### src/scp_map.vh
// constants for the serial command parser
`ifndef SCP_MAP_VH
`define SCP_MAP_VH
`define SCP_ADDR_START 8'hAA
`define SCP_DEV_NUM_RESET 7'h0B
`define SCP_CMD_MOTOR_OFF 7'h7F
`define SCP_CMD_HIRES_MASK 7'h60
`define SCP_CMD_HIRES_CODE 7'h40
`define SCP_CRC_POLY_REFL 7'h48
`define SCP_ERR_AWAIT_BIT 0
`define SCP_ERR_CRC_BIT 10
`define SCP_ERR_PROTO_BIT 11
`endif

### src/scp_parser.v
// serial command parser with addressed framing and crc-7 check
`timescale 1ns/10ps
`default_nettype none
`include "scp_map.vh"
module scp_parser (
  input wire sys_clk_in,
  input wire srst_in,
  input wire [7:0] rx_byte_in,
  input wire rx_valid_in,
  input wire crc_enable_in,
  input wire serial_mode_in,
  input wire brake_when_off_in,
  input wire dev_num_load_in,
  input wire [6:0] dev_num_in,
  input wire err_clear_in,
  input wire [15:0] err_clear_mask_in,
  output reg [11:0] target_out,
  output reg target_load_out,
  output reg motor_enable_out,
  output reg motor_brake_out,
  output reg [15:0] err_flags_out,
  output reg [6:0] dev_num_out
);
  // ****************************************
  // timing and limitations
  // ****************************************
  // a byte acts on the third edge after its valid level rises:
  // two synchroniser stages, then the edge-detect strobe
  // the byte word crosses without gray code; safe only because
  // the host holds it steady two edges before valid and while high
  // valid low at no clock edge merges two bytes into one
  // crc mode is read per byte; flipping it inside a packet
  // spoils that packet only, the next command byte recovers
  // a new device number applies from the next address byte
  // awaiting flag ignores the clear mask: only a target lifts it
  // foreign packets are tracked to the end so their data and
  // crc bytes are never taken as a command of our own
  // unknown addressed codes skip to the next command byte,
  // since their length is not known here
  // trade-off: a bit-serial crc would save gates but cost
  // eight edges per byte; the unrolled loop keeps one edge

  // ****************************************
  // parser states
  // ****************************************
  localparam ST_IDLE = 3'h0;
  localparam ST_ADDR = 3'h1;
  localparam ST_CODE = 3'h2;
  localparam ST_DATA = 3'h3;
  localparam ST_CRC = 3'h4;
  localparam ST_SKIP = 3'h5;

  reg [2:0] state;
  reg [2:0] next_state;
  reg [6:0] crc;
  reg [6:0] next_crc;
  reg [6:0] code;
  reg [6:0] next_code;
  reg [6:0] hi;
  reg [6:0] next_hi;
  reg foreign;
  reg next_foreign;
  reg exec;
  reg bad_crc;
  reg proto;
  reg [7:0] rx_sync1;
  reg [7:0] rx_sync2;
  reg vld_sync1;
  reg vld_sync2;
  reg vld_seen;
  wire [6:0] crc_c;
  wire [6:0] crc_b;
  wire byte_stb;
  wire is_cmd;
  wire is_addr_start;
  wire is_off_code;
  wire is_hires_code;

  // ****************************************
  // input synchronisers
  // ****************************************
  // byte arrives from outside the clock domain, so two stages first
  always @(posedge sys_clk_in)
  begin
    if (srst_in)
    begin
      rx_sync1 <= 8'h00;
      rx_sync2 <= 8'h00;
      vld_sync1 <= 1'b0;
      vld_sync2 <= 1'b0;
      vld_seen <= 1'b0;
    end
    else
    begin
      rx_sync1 <= rx_byte_in;
      rx_sync2 <= rx_sync1;
      vld_sync1 <= rx_valid_in;
      vld_sync2 <= vld_sync1;
      vld_seen <= vld_sync2;
    end
  end

  // one strobe per rising edge of the valid level
  assign byte_stb = vld_sync2 & ~vld_seen;
  assign is_cmd = rx_sync2[7];

  // ****************************************
  // command decode
  // ****************************************
  // the same low seven bits decode a short code and an addressed code
  assign is_addr_start = (rx_sync2 == `SCP_ADDR_START);
  assign is_off_code = (rx_sync2[6:0] == `SCP_CMD_MOTOR_OFF);
  assign is_hires_code = ((rx_sync2[6:0] & `SCP_CMD_HIRES_MASK) == `SCP_CMD_HIRES_CODE);

  // ****************************************
  // crc-7 byte update
  // ****************************************
  // bitwise lsb-first division of one byte into the running remainder
  scp_crc7_step #(
    .POLY(`SCP_CRC_POLY_REFL)
  ) u_crc_run (
    .crc_in(crc),
    .byte_in(rx_sync2),
    .crc_out(crc_b)
  );

  // same step started from zero, for the first byte of a packet
  scp_crc7_step #(
    .POLY(`SCP_CRC_POLY_REFL)
  ) u_crc_first (
    .crc_in(7'h00),
    .byte_in(rx_sync2),
    .crc_out(crc_c)
  );

  // ****************************************
  // packet state machine
  // ****************************************
  // the decode of a code byte happens wherever it lands (short or addressed)
  always @*
  begin
    next_state = state;
    next_crc = crc;
    next_code = code;
    next_hi = hi;
    next_foreign = foreign;
    exec = 1'b0;
    bad_crc = 1'b0;
    proto = 1'b0;
    if (byte_stb)
    begin
      if (is_cmd)
      begin
        // any command byte restarts; an open own packet counts as interrupted, except a skip with crc off
        if (state != ST_IDLE && !(state == ST_SKIP && !crc_enable_in))
          proto = ~foreign;
        next_crc = crc_c;
        next_foreign = 1'b0;
        next_state = ST_IDLE;
        if (is_addr_start)
          next_state = ST_ADDR;
        else
        begin
          next_code = rx_sync2[6:0];
          if (is_off_code)
            next_state = crc_enable_in ? ST_CRC : ST_IDLE;
          else if (is_hires_code)
            next_state = ST_DATA;
          else
            proto = 1'b1;
          if (is_off_code && !crc_enable_in)
            exec = 1'b1;
        end
      end
      else
      begin
        next_crc = crc_b;
        case (state)
          ST_ADDR:
          begin
            next_foreign = (rx_sync2[6:0] != dev_num_out);
            next_state = ST_CODE;
          end
          ST_CODE:
          begin
            next_code = rx_sync2[6:0];
            if (is_off_code)
            begin
              next_state = crc_enable_in ? ST_CRC : ST_IDLE;
              exec = ~crc_enable_in & ~foreign;
            end
            else if (is_hires_code)
              next_state = ST_DATA;
            else
            begin
              // other codes: skip to the next command byte, flagging proto unless the packet is foreign
              next_state = ST_SKIP;
              proto = ~foreign;
            end
          end
          ST_DATA:
          begin
            next_hi = rx_sync2[6:0];
            next_state = crc_enable_in ? ST_CRC : ST_IDLE;
            exec = ~crc_enable_in & ~foreign;
          end
          ST_CRC:
          begin
            next_state = ST_IDLE;
            if (rx_sync2[6:0] != crc)
              bad_crc = ~foreign;
            else
              exec = ~foreign;
          end
          ST_SKIP:
            next_state = ST_SKIP;
          default:
            next_state = ST_IDLE; // stray data byte is dropped
        endcase
      end
    end
  end

  // ****************************************
  // registers and outputs
  // ****************************************
  // set beats clear on the error word; no response path so no crc appended
  always @(posedge sys_clk_in)
  begin
    if (srst_in)
    begin
      state <= ST_IDLE;
      crc <= 7'h00;
      code <= 7'h00;
      hi <= 7'h00;
      foreign <= 1'b0;
      target_out <= 12'h000;
      target_load_out <= 1'b0;
      motor_enable_out <= 1'b0;
      motor_brake_out <= 1'b0;
      err_flags_out <= 16'h0001; // motor held off until a target arrives
      dev_num_out <= `SCP_DEV_NUM_RESET;
    end
    else
    begin
      state <= next_state;
      crc <= next_crc;
      code <= next_code;
      hi <= next_hi;
      foreign <= next_foreign;
      if (dev_num_load_in)
        dev_num_out <= dev_num_in;
      target_load_out <= 1'b0;
      // the awaiting flag follows commands in every input mode; the target loads only in serial mode
      if (exec && next_code == `SCP_CMD_MOTOR_OFF)
        err_flags_out[`SCP_ERR_AWAIT_BIT] <= 1'b1;
      else if (exec)
      begin
        err_flags_out[`SCP_ERR_AWAIT_BIT] <= 1'b0;
        if (serial_mode_in)
        begin
          target_out <= {next_hi, next_code[4:0]};
          target_load_out <= 1'b1;
        end
      end
      // no clear path for awaiting: only a target command lifts the hold
      if (bad_crc)
        err_flags_out[`SCP_ERR_CRC_BIT] <= 1'b1;
      else if (err_clear_in && err_clear_mask_in[`SCP_ERR_CRC_BIT])
        err_flags_out[`SCP_ERR_CRC_BIT] <= 1'b0;
      if (proto)
        err_flags_out[`SCP_ERR_PROTO_BIT] <= 1'b1;
      else if (err_clear_in && err_clear_mask_in[`SCP_ERR_PROTO_BIT])
        err_flags_out[`SCP_ERR_PROTO_BIT] <= 1'b0;
      motor_enable_out <= ~next_awaiting(exec, next_code, err_flags_out[0]);
      motor_brake_out <= brake_when_off_in & next_awaiting(exec, next_code,
        err_flags_out[0]);
    end
  end

  // awaiting flag value after this cycle, for the motor outputs
  function next_awaiting;
    input ex;
    input [6:0] cd;
    input cur;
    begin
      if (ex)
        next_awaiting = (cd == `SCP_CMD_MOTOR_OFF);
      else
        next_awaiting = cur;
    end
  endfunction
endmodule // scp_parser

// ****************************************
// crc-7 byte step
// ****************************************
// one byte folded lsb first into a running remainder; kept small so
// the packet start and the running update share one description
module scp_crc7_step #(
  parameter [6:0] POLY = `SCP_CRC_POLY_REFL
) (
  input wire [6:0] crc_in,
  input wire [7:0] byte_in,
  output reg [6:0] crc_out
);
  integer k;

  // a one leaving the bottom folds the reflected generator back in
  always @*
  begin
    crc_out = crc_in;
    for (k = 0; k < 8; k = k + 1)
    begin
      if (crc_out[0] ^ byte_in[k])
        crc_out = (crc_out >> 1) ^ POLY;
      else
        crc_out = crc_out >> 1;
    end
  end
endmodule // scp_crc7_step
`default_nettype wire

### config.mk
export PLATFORM = sky130hd
export DESIGN_NAME = scp_parser
export DESIGN_NICKNAME = d
export VERILOG_FILES = /design/src/scp_parser.v
export VERILOG_INCLUDE_DIRS = /design/src
export SDC_FILE = /design/constraint.sdc
export NUM_CORES = 1
export LEC_CHECK = 0
export BUFFER_PORTS_ARGS = -buffer_cell sky130_fd_sc_hd__buf_2
export CORE_MARGIN = 2
export CORE_UTILIZATION = 35
export DETAILED_ROUTE_END_ITERATION = 7
export PLACE_DENSITY = 0.61
export SETUP_SLACK_MARGIN = 0.3
export SYNTH_ARGS = -nofsm -noshare
export SYNTH_HDL_FRONTEND = slang
export SYNTH_SLANG_ARGS = --single-unit
### constraint.sdc
create_clock -name sys_clk_in -period 2.72 [get_ports sys_clk_in]
set_input_delay 0.68 -clock sys_clk_in [delete_from_list [all_inputs] [get_ports sys_clk_in]]
set_output_delay 0.68 -clock sys_clk_in [all_outputs]
set_load 0.01 [all_outputs]
==> results of run 1 <==
-- cell families (layout without fill, tap and decap cells) --
| kind of cell | count (synthesis) | after routing |
|---|---|---|
| AOI/OAI and AO/OA | 62 | 62 |
| xor gates and xnor gates | 27 | 27 |
| buffers and inverters | 42 | 98 |
| DFF | 69 | 69 |
| muxes | 28 | 28 |
| other | 1 | 13 |
| and+or+nand+nor | 130 | 130 |
-- synthesized netlist by cell type, types with 2 or more instances --
cell / count / area share (%)
nor4_1: 2 / 0.38
a21oi_1: 16 / 2.4
clkbuf_1: 15 / 1.7
nor4b_1: 2 / 0.53
o22ai_1: 3 / 0.57
xor2_1: 16 / 4.3
nand3b_1: 2 / 0.46
nand2_1: 20 / 2.3
nor2_1: 35 / 4.0
nor3_1: 7 / 1.1
a211oi_1: 2 / 0.46
nor3b_1: 3 / 0.69
inv_1: 4 / 0.46
nand3_1: 6 / 0.92
dfxtp_1: 69 / 42
o31ai_1: 4 / 0.92
nand2b_1: 3 / 0.57
xor3_1: 3 / 2.2
mux2_1: 12 / 4.1
a22oi_1: 6 / 1.4
o21ai_0: 14 / 2.1
a211o_1: 4 / 1.1
buf_4: 13 / 3.0
o211ai_1: 2 / 0.46
buf_2: 8 / 1.2
or3_1: 4 / 0.76
mux2i_1: 15 / 4.6
nor2b_1: 38 / 7.3
nand4_1: 3 / 0.57
xnor2_1: 8 / 2.1
-- area by class of cell --
cell class / instances / area, sq um / area share (%)
Inverter: 4 / 18.77 / 0.4695
Clock buffer: 11 / 141.4 / 3.537
Multi-Input combinational cell: 260 / 1773 / 44.35
Clock inverter: 4 / 48.80 / 1.221
Sequential cell: 69 / 1395 / 34.90
Tap cell: 111 / 138.9 / 3.474
Timing Repair Buffer: 79 / 481.7 / 12.05
-- per-layer routing --
metal / share of wire [%] / up-vias / track usage (%)
met4: 1.5 / 0 / 5.901
met2: 45 / 91 / 22.00
met5: 0 / - / 0
met1: 48 / 1223 / 21.04
li1: - / 1332 / -
met3: 5.5 / 13 / 2.982
-- sequential cells by signal, indices dropped and copies added (netlist names), 3 cells and up --
name and cells:
target_out 12, rx_sync1 8, rx_sync2 8, code 7, crc 7, dev_num_out 7
hi 7, err_flags_out 3, state 3
-- power groups by stage --
stage	clock network, W	logic (W)	registers (W)
after floorplan	0	0.000156	0.00108
after global placement	0	0.000191	0.00109
after detailed placement	0	0.000196	0.00109
after CTS	0.000837	0.000200	0.00106
after global routing	0.000888	0.000235	0.00107
final	0.000821	0.000210	0.00106
-- final timing paths --
check / start / end / slack [ps]
setup / recovery: state[0]$_SDFFE_PP0P_ / target_out[1]$_SDFFE_PP0P_ / 340
hold / removal: rx_sync1[4]$_SDFF_PP0_ / rx_sync2[4]$_SDFF_PP0_ / 430
hold reg to reg: rx_sync1[4]$_SDFF_PP0_ / rx_sync2[4]$_SDFF_PP0_ / 430
setup reg to reg: state[0]$_SDFFE_PP0P_ / target_out[1]$_SDFFE_PP0P_ / 340
-- per-stage QoR --
stage,worst slack [ps],utilization [%],instances,instance area (sq um)
3_5_place_dp,229.0,39.69,511,3632
3_3_place_gp,245.8,39.69,511,3632
6_report,336.8,43.68,538,3998
5_1_grt,246.7,43.68,538,3998
4_1_cts,310.6,42.42,530,3882
2_1_floorplan,343.1,-,371,3322
-- cell usage in the layout (no fill, tap or decap), types with 2 or more instances in the layout --
cell and instances:
o211ai_1 2, nand2b_1 3, dfxtp_1 62, nor2_1 35
buf_6 3, clkbuf_8 10, nor3_1 7, nand2_1 20
nor4b_2 2, o22ai_1 3, clkinv_2 2, dfxtp_4 2
o31ai_1 4, dfxtp_2 5, a22oi_1 6, nand3b_1 2
inv_1 3, xor3_1 3, mux2_1 11, nand3_1 6
a211o_1 4, xnor2_1 8, conb_1 13, nor3b_1 3
buf_4 27, nand4_1 3, a21oi_1 16, or3_1 4
nor2b_1 38, mux2i_1 15, buf_2 49, xor2_1 16
o21ai_0 14
-- timing repair --
item / 4_1_cts / 5_1_grt
setup buffers: 3 / 8
pin swaps: 3 / 3
cloned: 1 / 0
gates resized for setup: 11 / 12
endpoints found under the setup margin: 12 / 14
==> flow_summary.yaml, run 1 <==
outcome:
  status: "finished clean"
timing:
  max_freq_mhz: 419.6
  drv_slew: 0
  post-route-min-period_ps: 2383
  fin_crit_sh_pct: 87.62
  tightestPinTransition_ps: 642.4
  setup_tns_ps: 0
  hold-worst-slack_ps: 432.2
  rsz0062_at_grt: "true"
  hold_violations: 0
  maxSlewHeadroom_pct: 57.17
  setup_viol_count_final: 0
  clock_skew_ps: 8.808
worst_setup_path:
  path_cells: "or3b_4, a211o_1, o2bb2ai_2, a221o_1, o211ai_2, buf_6, mux2_1"
  cp_data_arrival_time_ps: 2600
  cp.required_ps: 2940
  cp_top_family: "compound AO/OA/AOI/OAI gates"
  ff2ff_path_depth: 7
  slowest_delay_ps: 420
  slowest_stage: "or3b_4"
  cp.depth: 7
  crit_path_start_kind: "register"
  path_class: "reg -> reg"
  end_kind: "register"
  cp_max_fo: 7
  crit_buf_inv: 1
synthesis:
  synth_edf_count: 0
  synth_seq_cells: 69
  synth-compound-area-share_pct: 12.52
  synth-seq-area-share_pct: 42.15
  yosys.area_share.xor_xnor_pct: 8.591
  synth-adder-area-share_pct: 0
  yosys.area_share.simple_pct: 20.73
  synthMuxAreaShare_pct: 9.049
  async_reset_ff_share_pct: 0
  synth.avg_cell_area_sq_um: 9.128
  yosys_warnings: 0
  synth_cell_types: 50
  synthesis.area_sq_mm: 0.003277
  synth-main-ff-cell: "dfxtp_1"
  syn_inst: 359
  synth_top_family_by_area: "simple AND/OR/NAND/NOR gates"
route:
  postRouteAntennaNets: 0
  via_count: 2659
  viasPerCell: 4.942
  finalWirelength_mm: 7.327
  drc: 0
  wl_per_cell_um: 13.62
  dr.pass1.iters: 4
  drt_iter0_drc: 186
clock_tree:
  clockBufferDepth: 2
  cts_tree: "done"
  ctsHoldBuffers: 0
  root_buffer: "clkbuf_8"
  cts_num_sinks: 69
  cts.reportedPaths.clkPinSlew_ps: 80
  worst_skew_pair.late_latency_ps: 330
  htree_levels: 3
  cts_buffers: 9
die:
  die_h_um: 100.8
  dieArea_sq_mm: 0.01015
  ios: 77
  die_x_um: 100.8
  core_sq_mm: 0.009153
  start_util_pct: 35.80
  rows: 35
cells_and_area:
  area_growth_pct: 21.99
  nNetsFinal: 462
  antennaDiodeCount: 0
  drive_gt1_share_pct: 26.70
  num-fill-cells: 890
global_routing:
  antenna_found_initial: 0
  grt_usage_pct: 14.83
  grt_max_degree: 35
  first_global_vias: 2421
  grt-ovfl-total: 0
  grt_pass1_wl_mm: 11.86
power_and_ir_drop:
  p_leak_nw: 1.776
  swShare_pct: 24.74
  internal-power_w: 0.001575
  vdd_drop_max_uv: 327.4
  pwr-share-comb_pct: 10.0
  power-per-cell-area_mw_per_mm2: 523.6
  seq_power_share_pct: 50.8
  p_clk_share_pct: 39.2
  p_switching_w: 0.0005179
  finalPower_w: 0.002093
place:
  io_buffers: 49
  gp_congestion: 0.8370
  hpwl_mm: 4.895
hold_path:
  hold_depth: 1
  worstHoldPathType: "reg -> reg"
job:
  cap_violations: 0
Note: power is estimated with default switching activity, not from simulation.
==> run 2, diff against run 1 <==
==> constraint.sdc (replaced) <==
create_clock -name sys_clk_in -period 3.07 [get_ports sys_clk_in]
set_input_delay 0.7675 -clock sys_clk_in [delete_from_list [all_inputs] [get_ports sys_clk_in]]
set_output_delay 0.7675 -clock sys_clk_in [all_outputs]
set_load 0.01 [all_outputs]
==> run 2 against run 1 <==
Net effect:
- wire length shrank 5.4%
- clock power grew 12%
- combinational power shrank 21%
- final cell count shrank 3.9%
- design area shrank 4.7%
- power shrank 2.9%
- die area is the same
- hold slack gained 6.5 ps
- sequential share of layout area grew 1.5 points
- sequential cell count is the same
- first-iteration DRC count shrank 34%
- via count shrank 2.9%
- critical endpoint is now target_out[0]$_SDFFE_PP0P_
- largest cell class unchanged
- highest routed layer unchanged
==> flow_summary.yaml, run 2 (synthesized netlist as in run 1, its figures left out) <==
cells_and_area:
  fin_util_pct: 41.61
  nNetsFinal: 440
  num-fill-cells: 921
  top_register: "target_out"
  area_growth_pct: 16.23
  drive_gt1_share_pct: 19.95
  reg.largest.list: "target_out (12), rx_sync1 (8), rx_sync2 (8)"
  layout_common_cells: "66 x dfxtp_1, 49 x buf_2, 38 x nor2b_1"
  antennaDiodeCount: 0
  largest_reg_flops: 12
  layout_commonest_cell: "dfxtp_1"
clock_tree:
  cts_tree: "done"
  worst_skew_pair.late_latency_ps: 350
  clockBufferDepth: 2
  cts_num_sinks: 69
  root_buffer: "clkbuf_8"
  cts_buffers: 9
  postCtsSetupBuffers: 0
  cts.reportedPaths.clkPinSlew_ps: 70
  htree_levels: 3
timing:
  hold_violations: 0
  setup_tns_ps: 0
  post-route-min-period_ps: 2560
  maxSlewHeadroom_pct: 46.80
  fin_crit_sh_pct: 83.40
  drv_slew: 0
  max_freq_mhz: 390.6
  setup_viol_count_final: 0
  rsz0062_at_grt: "false"
  clock_skew_ps: 6.696
  tightestPinTransition_ps: 798.0
die:
  core_sq_mm: 0.009153
  start_util_pct: 35.80
  dieArea_sq_mm: 0.01015
  die_x_um: 100.8
  ios: 77
  rows: 35
  die_h_um: 100.8
route:
  dr.pass1.iters: 4
  via_count: 2582
  wl_per_cell_um: 13.40
  finalWirelength_mm: 6.930
  viasPerCell: 4.994
  postRouteAntennaNets: 0
  drt_iter0_drc: 122
  drc: 0
worst_setup_path:
  path_cells: "nand2_1, nor3_1, o31ai_1, a221oi_2, o211ai_2, buf_4, mux2_1"
  slowest_delay_ps: 600
  path_class: "reg -> reg"
  cp_max_fo: 13
  crit_path_start_kind: "register"
  cp.required_ps: 3300
  end_kind: "register"
  cp_data_arrival_time_ps: 2790
  slowest_stage: "dfxtp_1"
global_routing:
  first_global_vias: 2375
  grt-ovfl-total: 0
  grt_max_degree: 43
  grt_usage_pct: 14.33
  grt_pass1_wl_mm: 11.43
  antenna_found_initial: 0
place:
  io_buffers: 49
  hpwl_mm: 4.717
  gp_congestion: 0.8254
job:
  cap_violations: 0
power_and_ir_drop:
  finalPower_w: 0.002032
  p_leak_nw: 1.667
  power-per-cell-area_mw_per_mm2: 533.6
  vdd_drop_max_uv: 313.3
outcome:
  status: "finished clean"
hold_path:
  worstHoldPathType: "reg -> reg"
[run 2: cell types whose count changed in the layout (fill, tap and decap cells not counted), sizes merged]
| cell | before | now |
|---|---|---|
| bufinv | 1 | 3 |
| clkinv | 3 | 0 |
| buf | 79 | 57 |
| inv | 3 | 5 |
[run 2: report_power, final]
group / internal, W / leakage, nW / switching [W] / total, W
logic: 0.0000742 / 0.984 / 0.0000910 / 0.000165
registers: 0.000918 / 0.563 / 0.0000276 / 0.000946
clock network: 0.000565 / 0.120 / 0.000356 / 0.000921
total: 0.00156 / 1.67 / 0.000475 / 0.00203
[run 2: stage by stage]
step	hold WS [ps]	instances	worst slack, ps	instance area, sq um
final	438.7	517	509.7	3809
after global routing	451.1	517	340.4	3809
after CTS	438.3	517	445.1	3805
after detailed placement	421.8	501	438.6	3557
after global placement	419.8	501	460.8	3557
after floorplan	413.8	371	693.1	3322
[run 2: worst paths after layout]
check	slack (ps)	cells after the start	startpoint	endpoint
max reg2reg	510	7	rx_sync2[4]$_SDFF_PP0_	target_out[0]$_SDFFE_PP0P_
max	510	7	rx_sync2[4]$_SDFF_PP0_	target_out[0]$_SDFFE_PP0P_
min	440	1	vld_sync1$_SDFF_PP0_	vld_sync2$_SDFF_PP0_
min reg2reg	440	1	vld_sync1$_SDFF_PP0_	vld_sync2$_SDFF_PP0_
[run 2: area by class of cell]
cell class / count / area (sq um) / share of cell area [%]
multi-input cells: 260 / 1717 / 45.07
flip-flops and latches: 69 / 1385 / 36.37
inverters: 4 / 15.01 / 0.3942
clock buffers: 11 / 141.4 / 3.712
well taps: 111 / 138.9 / 3.647
clock inverters: 5 / 106.4 / 2.792
repair buffers: 57 / 305.3 / 8.016
[run 2: timing repair]
item / in CTS / in global routing
endpoints found under the setup margin: 0 / 12
gates resized for setup: 0 / 3
hold buffers: 0 / 0
[run 2: worst max-delay path, delay by kind of cell (launching register included)]
family,cells,cell delay [ps]
flops,1,600
compound gates,3,670
simple gates,2,640
mux,1,320
buf+inv,1,210
[run 2: metal layers]
| metal | track usage, % | wire length, um | vias to the layer above |
|---|---|---|---|
| li1 | - | - | 1288 |
| met1 | 18.93 | 3387 | 1218 |
| met2 | 22.51 | 3081 | 64 |
| met3 | 3.467 | 335 | 12 |
| met4 | 5.690 | 127 | 0 |
| met5 | 0 | 0 | - |
==> run 3, diff against run 2 <==
==> constraint.sdc (replaced) <==
create_clock -name sys_clk_in -period 2.4 [get_ports sys_clk_in]
set_input_delay 0.6 -clock sys_clk_in [delete_from_list [all_inputs] [get_ports sys_clk_in]]
set_output_delay 0.6 -clock sys_clk_in [all_outputs]
set_load 0.01 [all_outputs]
==> run 3 against run 2 <==
Net effect:
- count of clock-buffer cells in the layout did not move
- final cell count rose by 7.7%
- global-route usage rose by 1.5 points
- wire length rose by 11%
- worst setup slack got worse by 510 ps
- sequential share of layout area fell by 3.9 points
==> flow_summary.yaml, run 3 (synthesized netlist as in run 1, its figures left out) <==
cells_and_area:
  layout_common_cells: "62 x dfxtp_1, 49 x buf_2, 41 x buf_4"
  fin_util_pct: 46.99
  layout_commonest_cell: "dfxtp_1"
  reg.largest.list: "target_out (12), rx_sync1 (8), rx_sync2 (8)"
  nNetsFinal: 480
  antennaDiodeCount: 0
  fin_cells: 557
  largest_reg_flops: 12
  area_growth_pct: 31.23
  drive_gt1_share_pct: 32.96
  top_register: "target_out"
hold_path:
  holdCritStartpoint: "rx_sync1[4]$_SDFF_PP0_"
  min_to: "rx_sync2[4]$_SDFF_PP0_"
  worstHoldPathType: "reg -> reg"
  hold_depth: 1
worst_setup_path:
  cp_data_arrival_time_ps: 2640
  crit_path_start_kind: "register"
  cp_max_fo: 6
  path_class: "reg -> reg"
  r2r_setup_slack_ps: 0.8
  crit-reg2reg-capture: "target_out[9]$_SDFFE_PP0P_"
  slowest_stage: "or3b_4"
  cp.required_ps: 2640
  cp_top_family: "compound AO/OA/AOI/OAI gates"
  crit_buf_inv: 1
  end_kind: "register"
  path_cells: "or3b_4, a211o_1, o2bb2ai_2, a221o_1, o211ai_4, clkbuf_16, mux2_4"
  reg2reg_from: "state[1]$_SDFFE_PP0P_"
  ff2ff_path_depth: 7
  slowest_delay_ps: 420
power_and_ir_drop:
  vdd_drop_max_uv: 438.5
  p_leak_nw: 1.951
  power-per-cell-area_mw_per_mm2: 621.2
  finalPower_w: 0.002672
timing:
  clock_skew_ps: 8.302
  tightestPinTransition_ps: 598.5
  setup_viol_count_final: 0
  hold_violations: 0
  maxSlewHeadroom_pct: 60.10
  fin_crit_sh_pct: 99.97
  post-route-min-period_ps: 2399
  drv_slew: 0
  hold-worst-slack_ps: 436.5
  fin_ws_ps: 0.7814
  rsz0062_at_grt: "true"
  max_freq_mhz: 416.8
clock_tree:
  root_buffer: "clkbuf_8"
  cts.reportedPaths.clkPinSlew_ps: 80
  htree_levels: 3
  cts_tree: "done"
  cts_num_sinks: 69
  clockBufferDepth: 2
  ctsHoldBuffers: 0
  cts_buffers: 9
  worst_skew_pair.late_latency_ps: 350
die:
  core_sq_mm: 0.009153
  die_h_um: 100.8
  ios: 77
  die_x_um: 100.8
  start_util_pct: 35.80
  rows: 35
  dieArea_sq_mm: 0.01015
global_routing:
  first_global_vias: 2558
  grt_max_degree: 39
  grt_usage_pct: 15.82
  antenna_found_initial: 0
  grt-ovfl-total: 0
  grt_pass1_wl_mm: 12.45
route:
  wl_per_cell_um: 13.87
  drc: 0
  postRouteAntennaNets: 0
  viasPerCell: 4.993
  finalWirelength_mm: 7.724
  via_count: 2781
  dr.pass1.iters: 4
  drt_iter0_drc: 204
place:
  gp_congestion: 0.8587
  hpwl_mm: 5.026
  placed_cells: 522
  io_buffers: 49
  dp_slack_ps: -89.23
outcome:
  status: "finished clean"
job:
  cap_violations: 0
run 3: layout make-up:
type / instances / area [sq um]
clock buffer: 11 / 141.4
tap: 111 / 138.9
multi-input combinational: 260 / 1841
fill: 874 / 4852
sequential: 69 / 1395
timing repair buffer: 97 / 663.1
clock inverter: 5 / 106.4
inverter: 4 / 15.01
run 3: power by group:
part / total [W] / internal, W / switching [W]
combinational: 0.000305 / 0.000153 / 0.000152
sequential: 0.00120 / 0.00117 / 0.0000230
clock: 0.00117 / 0.000723 / 0.000447
total: 0.00267 / 0.00205 / 0.000622
run 3: what timing repair did:
action                     4_1_cts  5_1_grt
cloned                           0        1
pin swaps                        3        0
setup buffers                   17        1
setup endpoints to repair       16       17
gates resized for setup         18       20
run 3: routing by layer:
layer | wire length [um] | part of all wire, % | up-vias | global-route usage (%)
li1 | - | - | 1372 | -
met1 | 3563 | 46 | 1292 | 20.79
met2 | 3530 | 46 | 105 | 24.31
met3 | 513 | 6.6 | 12 | 4.022
met4 | 115 | 1.5 | 0 | 7.376
met5 | 0 | 0 | - | 0
run 3: worst max path at each step:
stage | startpoint | depth (start not counted) | slack [ps] | endpoint
3_5_place_dp | crc_enable_in | 6 | -90 | target_out[9]$_SDFFE_PP0P_
4_1_cts | state[1]$_SDFFE_PP0P_ | 7 | 90 | target_out[2]$_SDFFE_PP0P_
6_report | state[1]$_SDFFE_PP0P_ | 7 | 0.8 | target_out[9]$_SDFFE_PP0P_
2_1_floorplan | state[2]$_SDFFE_PP0P_ | 8 | 40 | target_out[10]$_SDFFE_PP0P_
5_1_grt | rx_sync2[1]$_SDFF_PP0_ | 15 | -60 | err_flags_out[10]$_SDFFE_PP0P_
3_3_place_gp | crc_enable_in | 6 | -70 | target_out[1]$_SDFFE_PP0P_
run 3: worst reg2reg max path, delay by kind of cell (launching register included):
kind,cells,cell delay [ps]
AOI/OAI and AO/OA,4,1010
and+or+nand+nor,1,420
DFF,1,360
muxes,1,300
buffers and inverters,1,200
run 3: stage by stage:
stage	area (sq um)	setup TNS [ps]
after floorplan	3332	0
after global placement	3740	-835.3
after detailed placement	3740	-1060
after CTS	4180	0
after global routing	4300	-317.8
final	4300	0
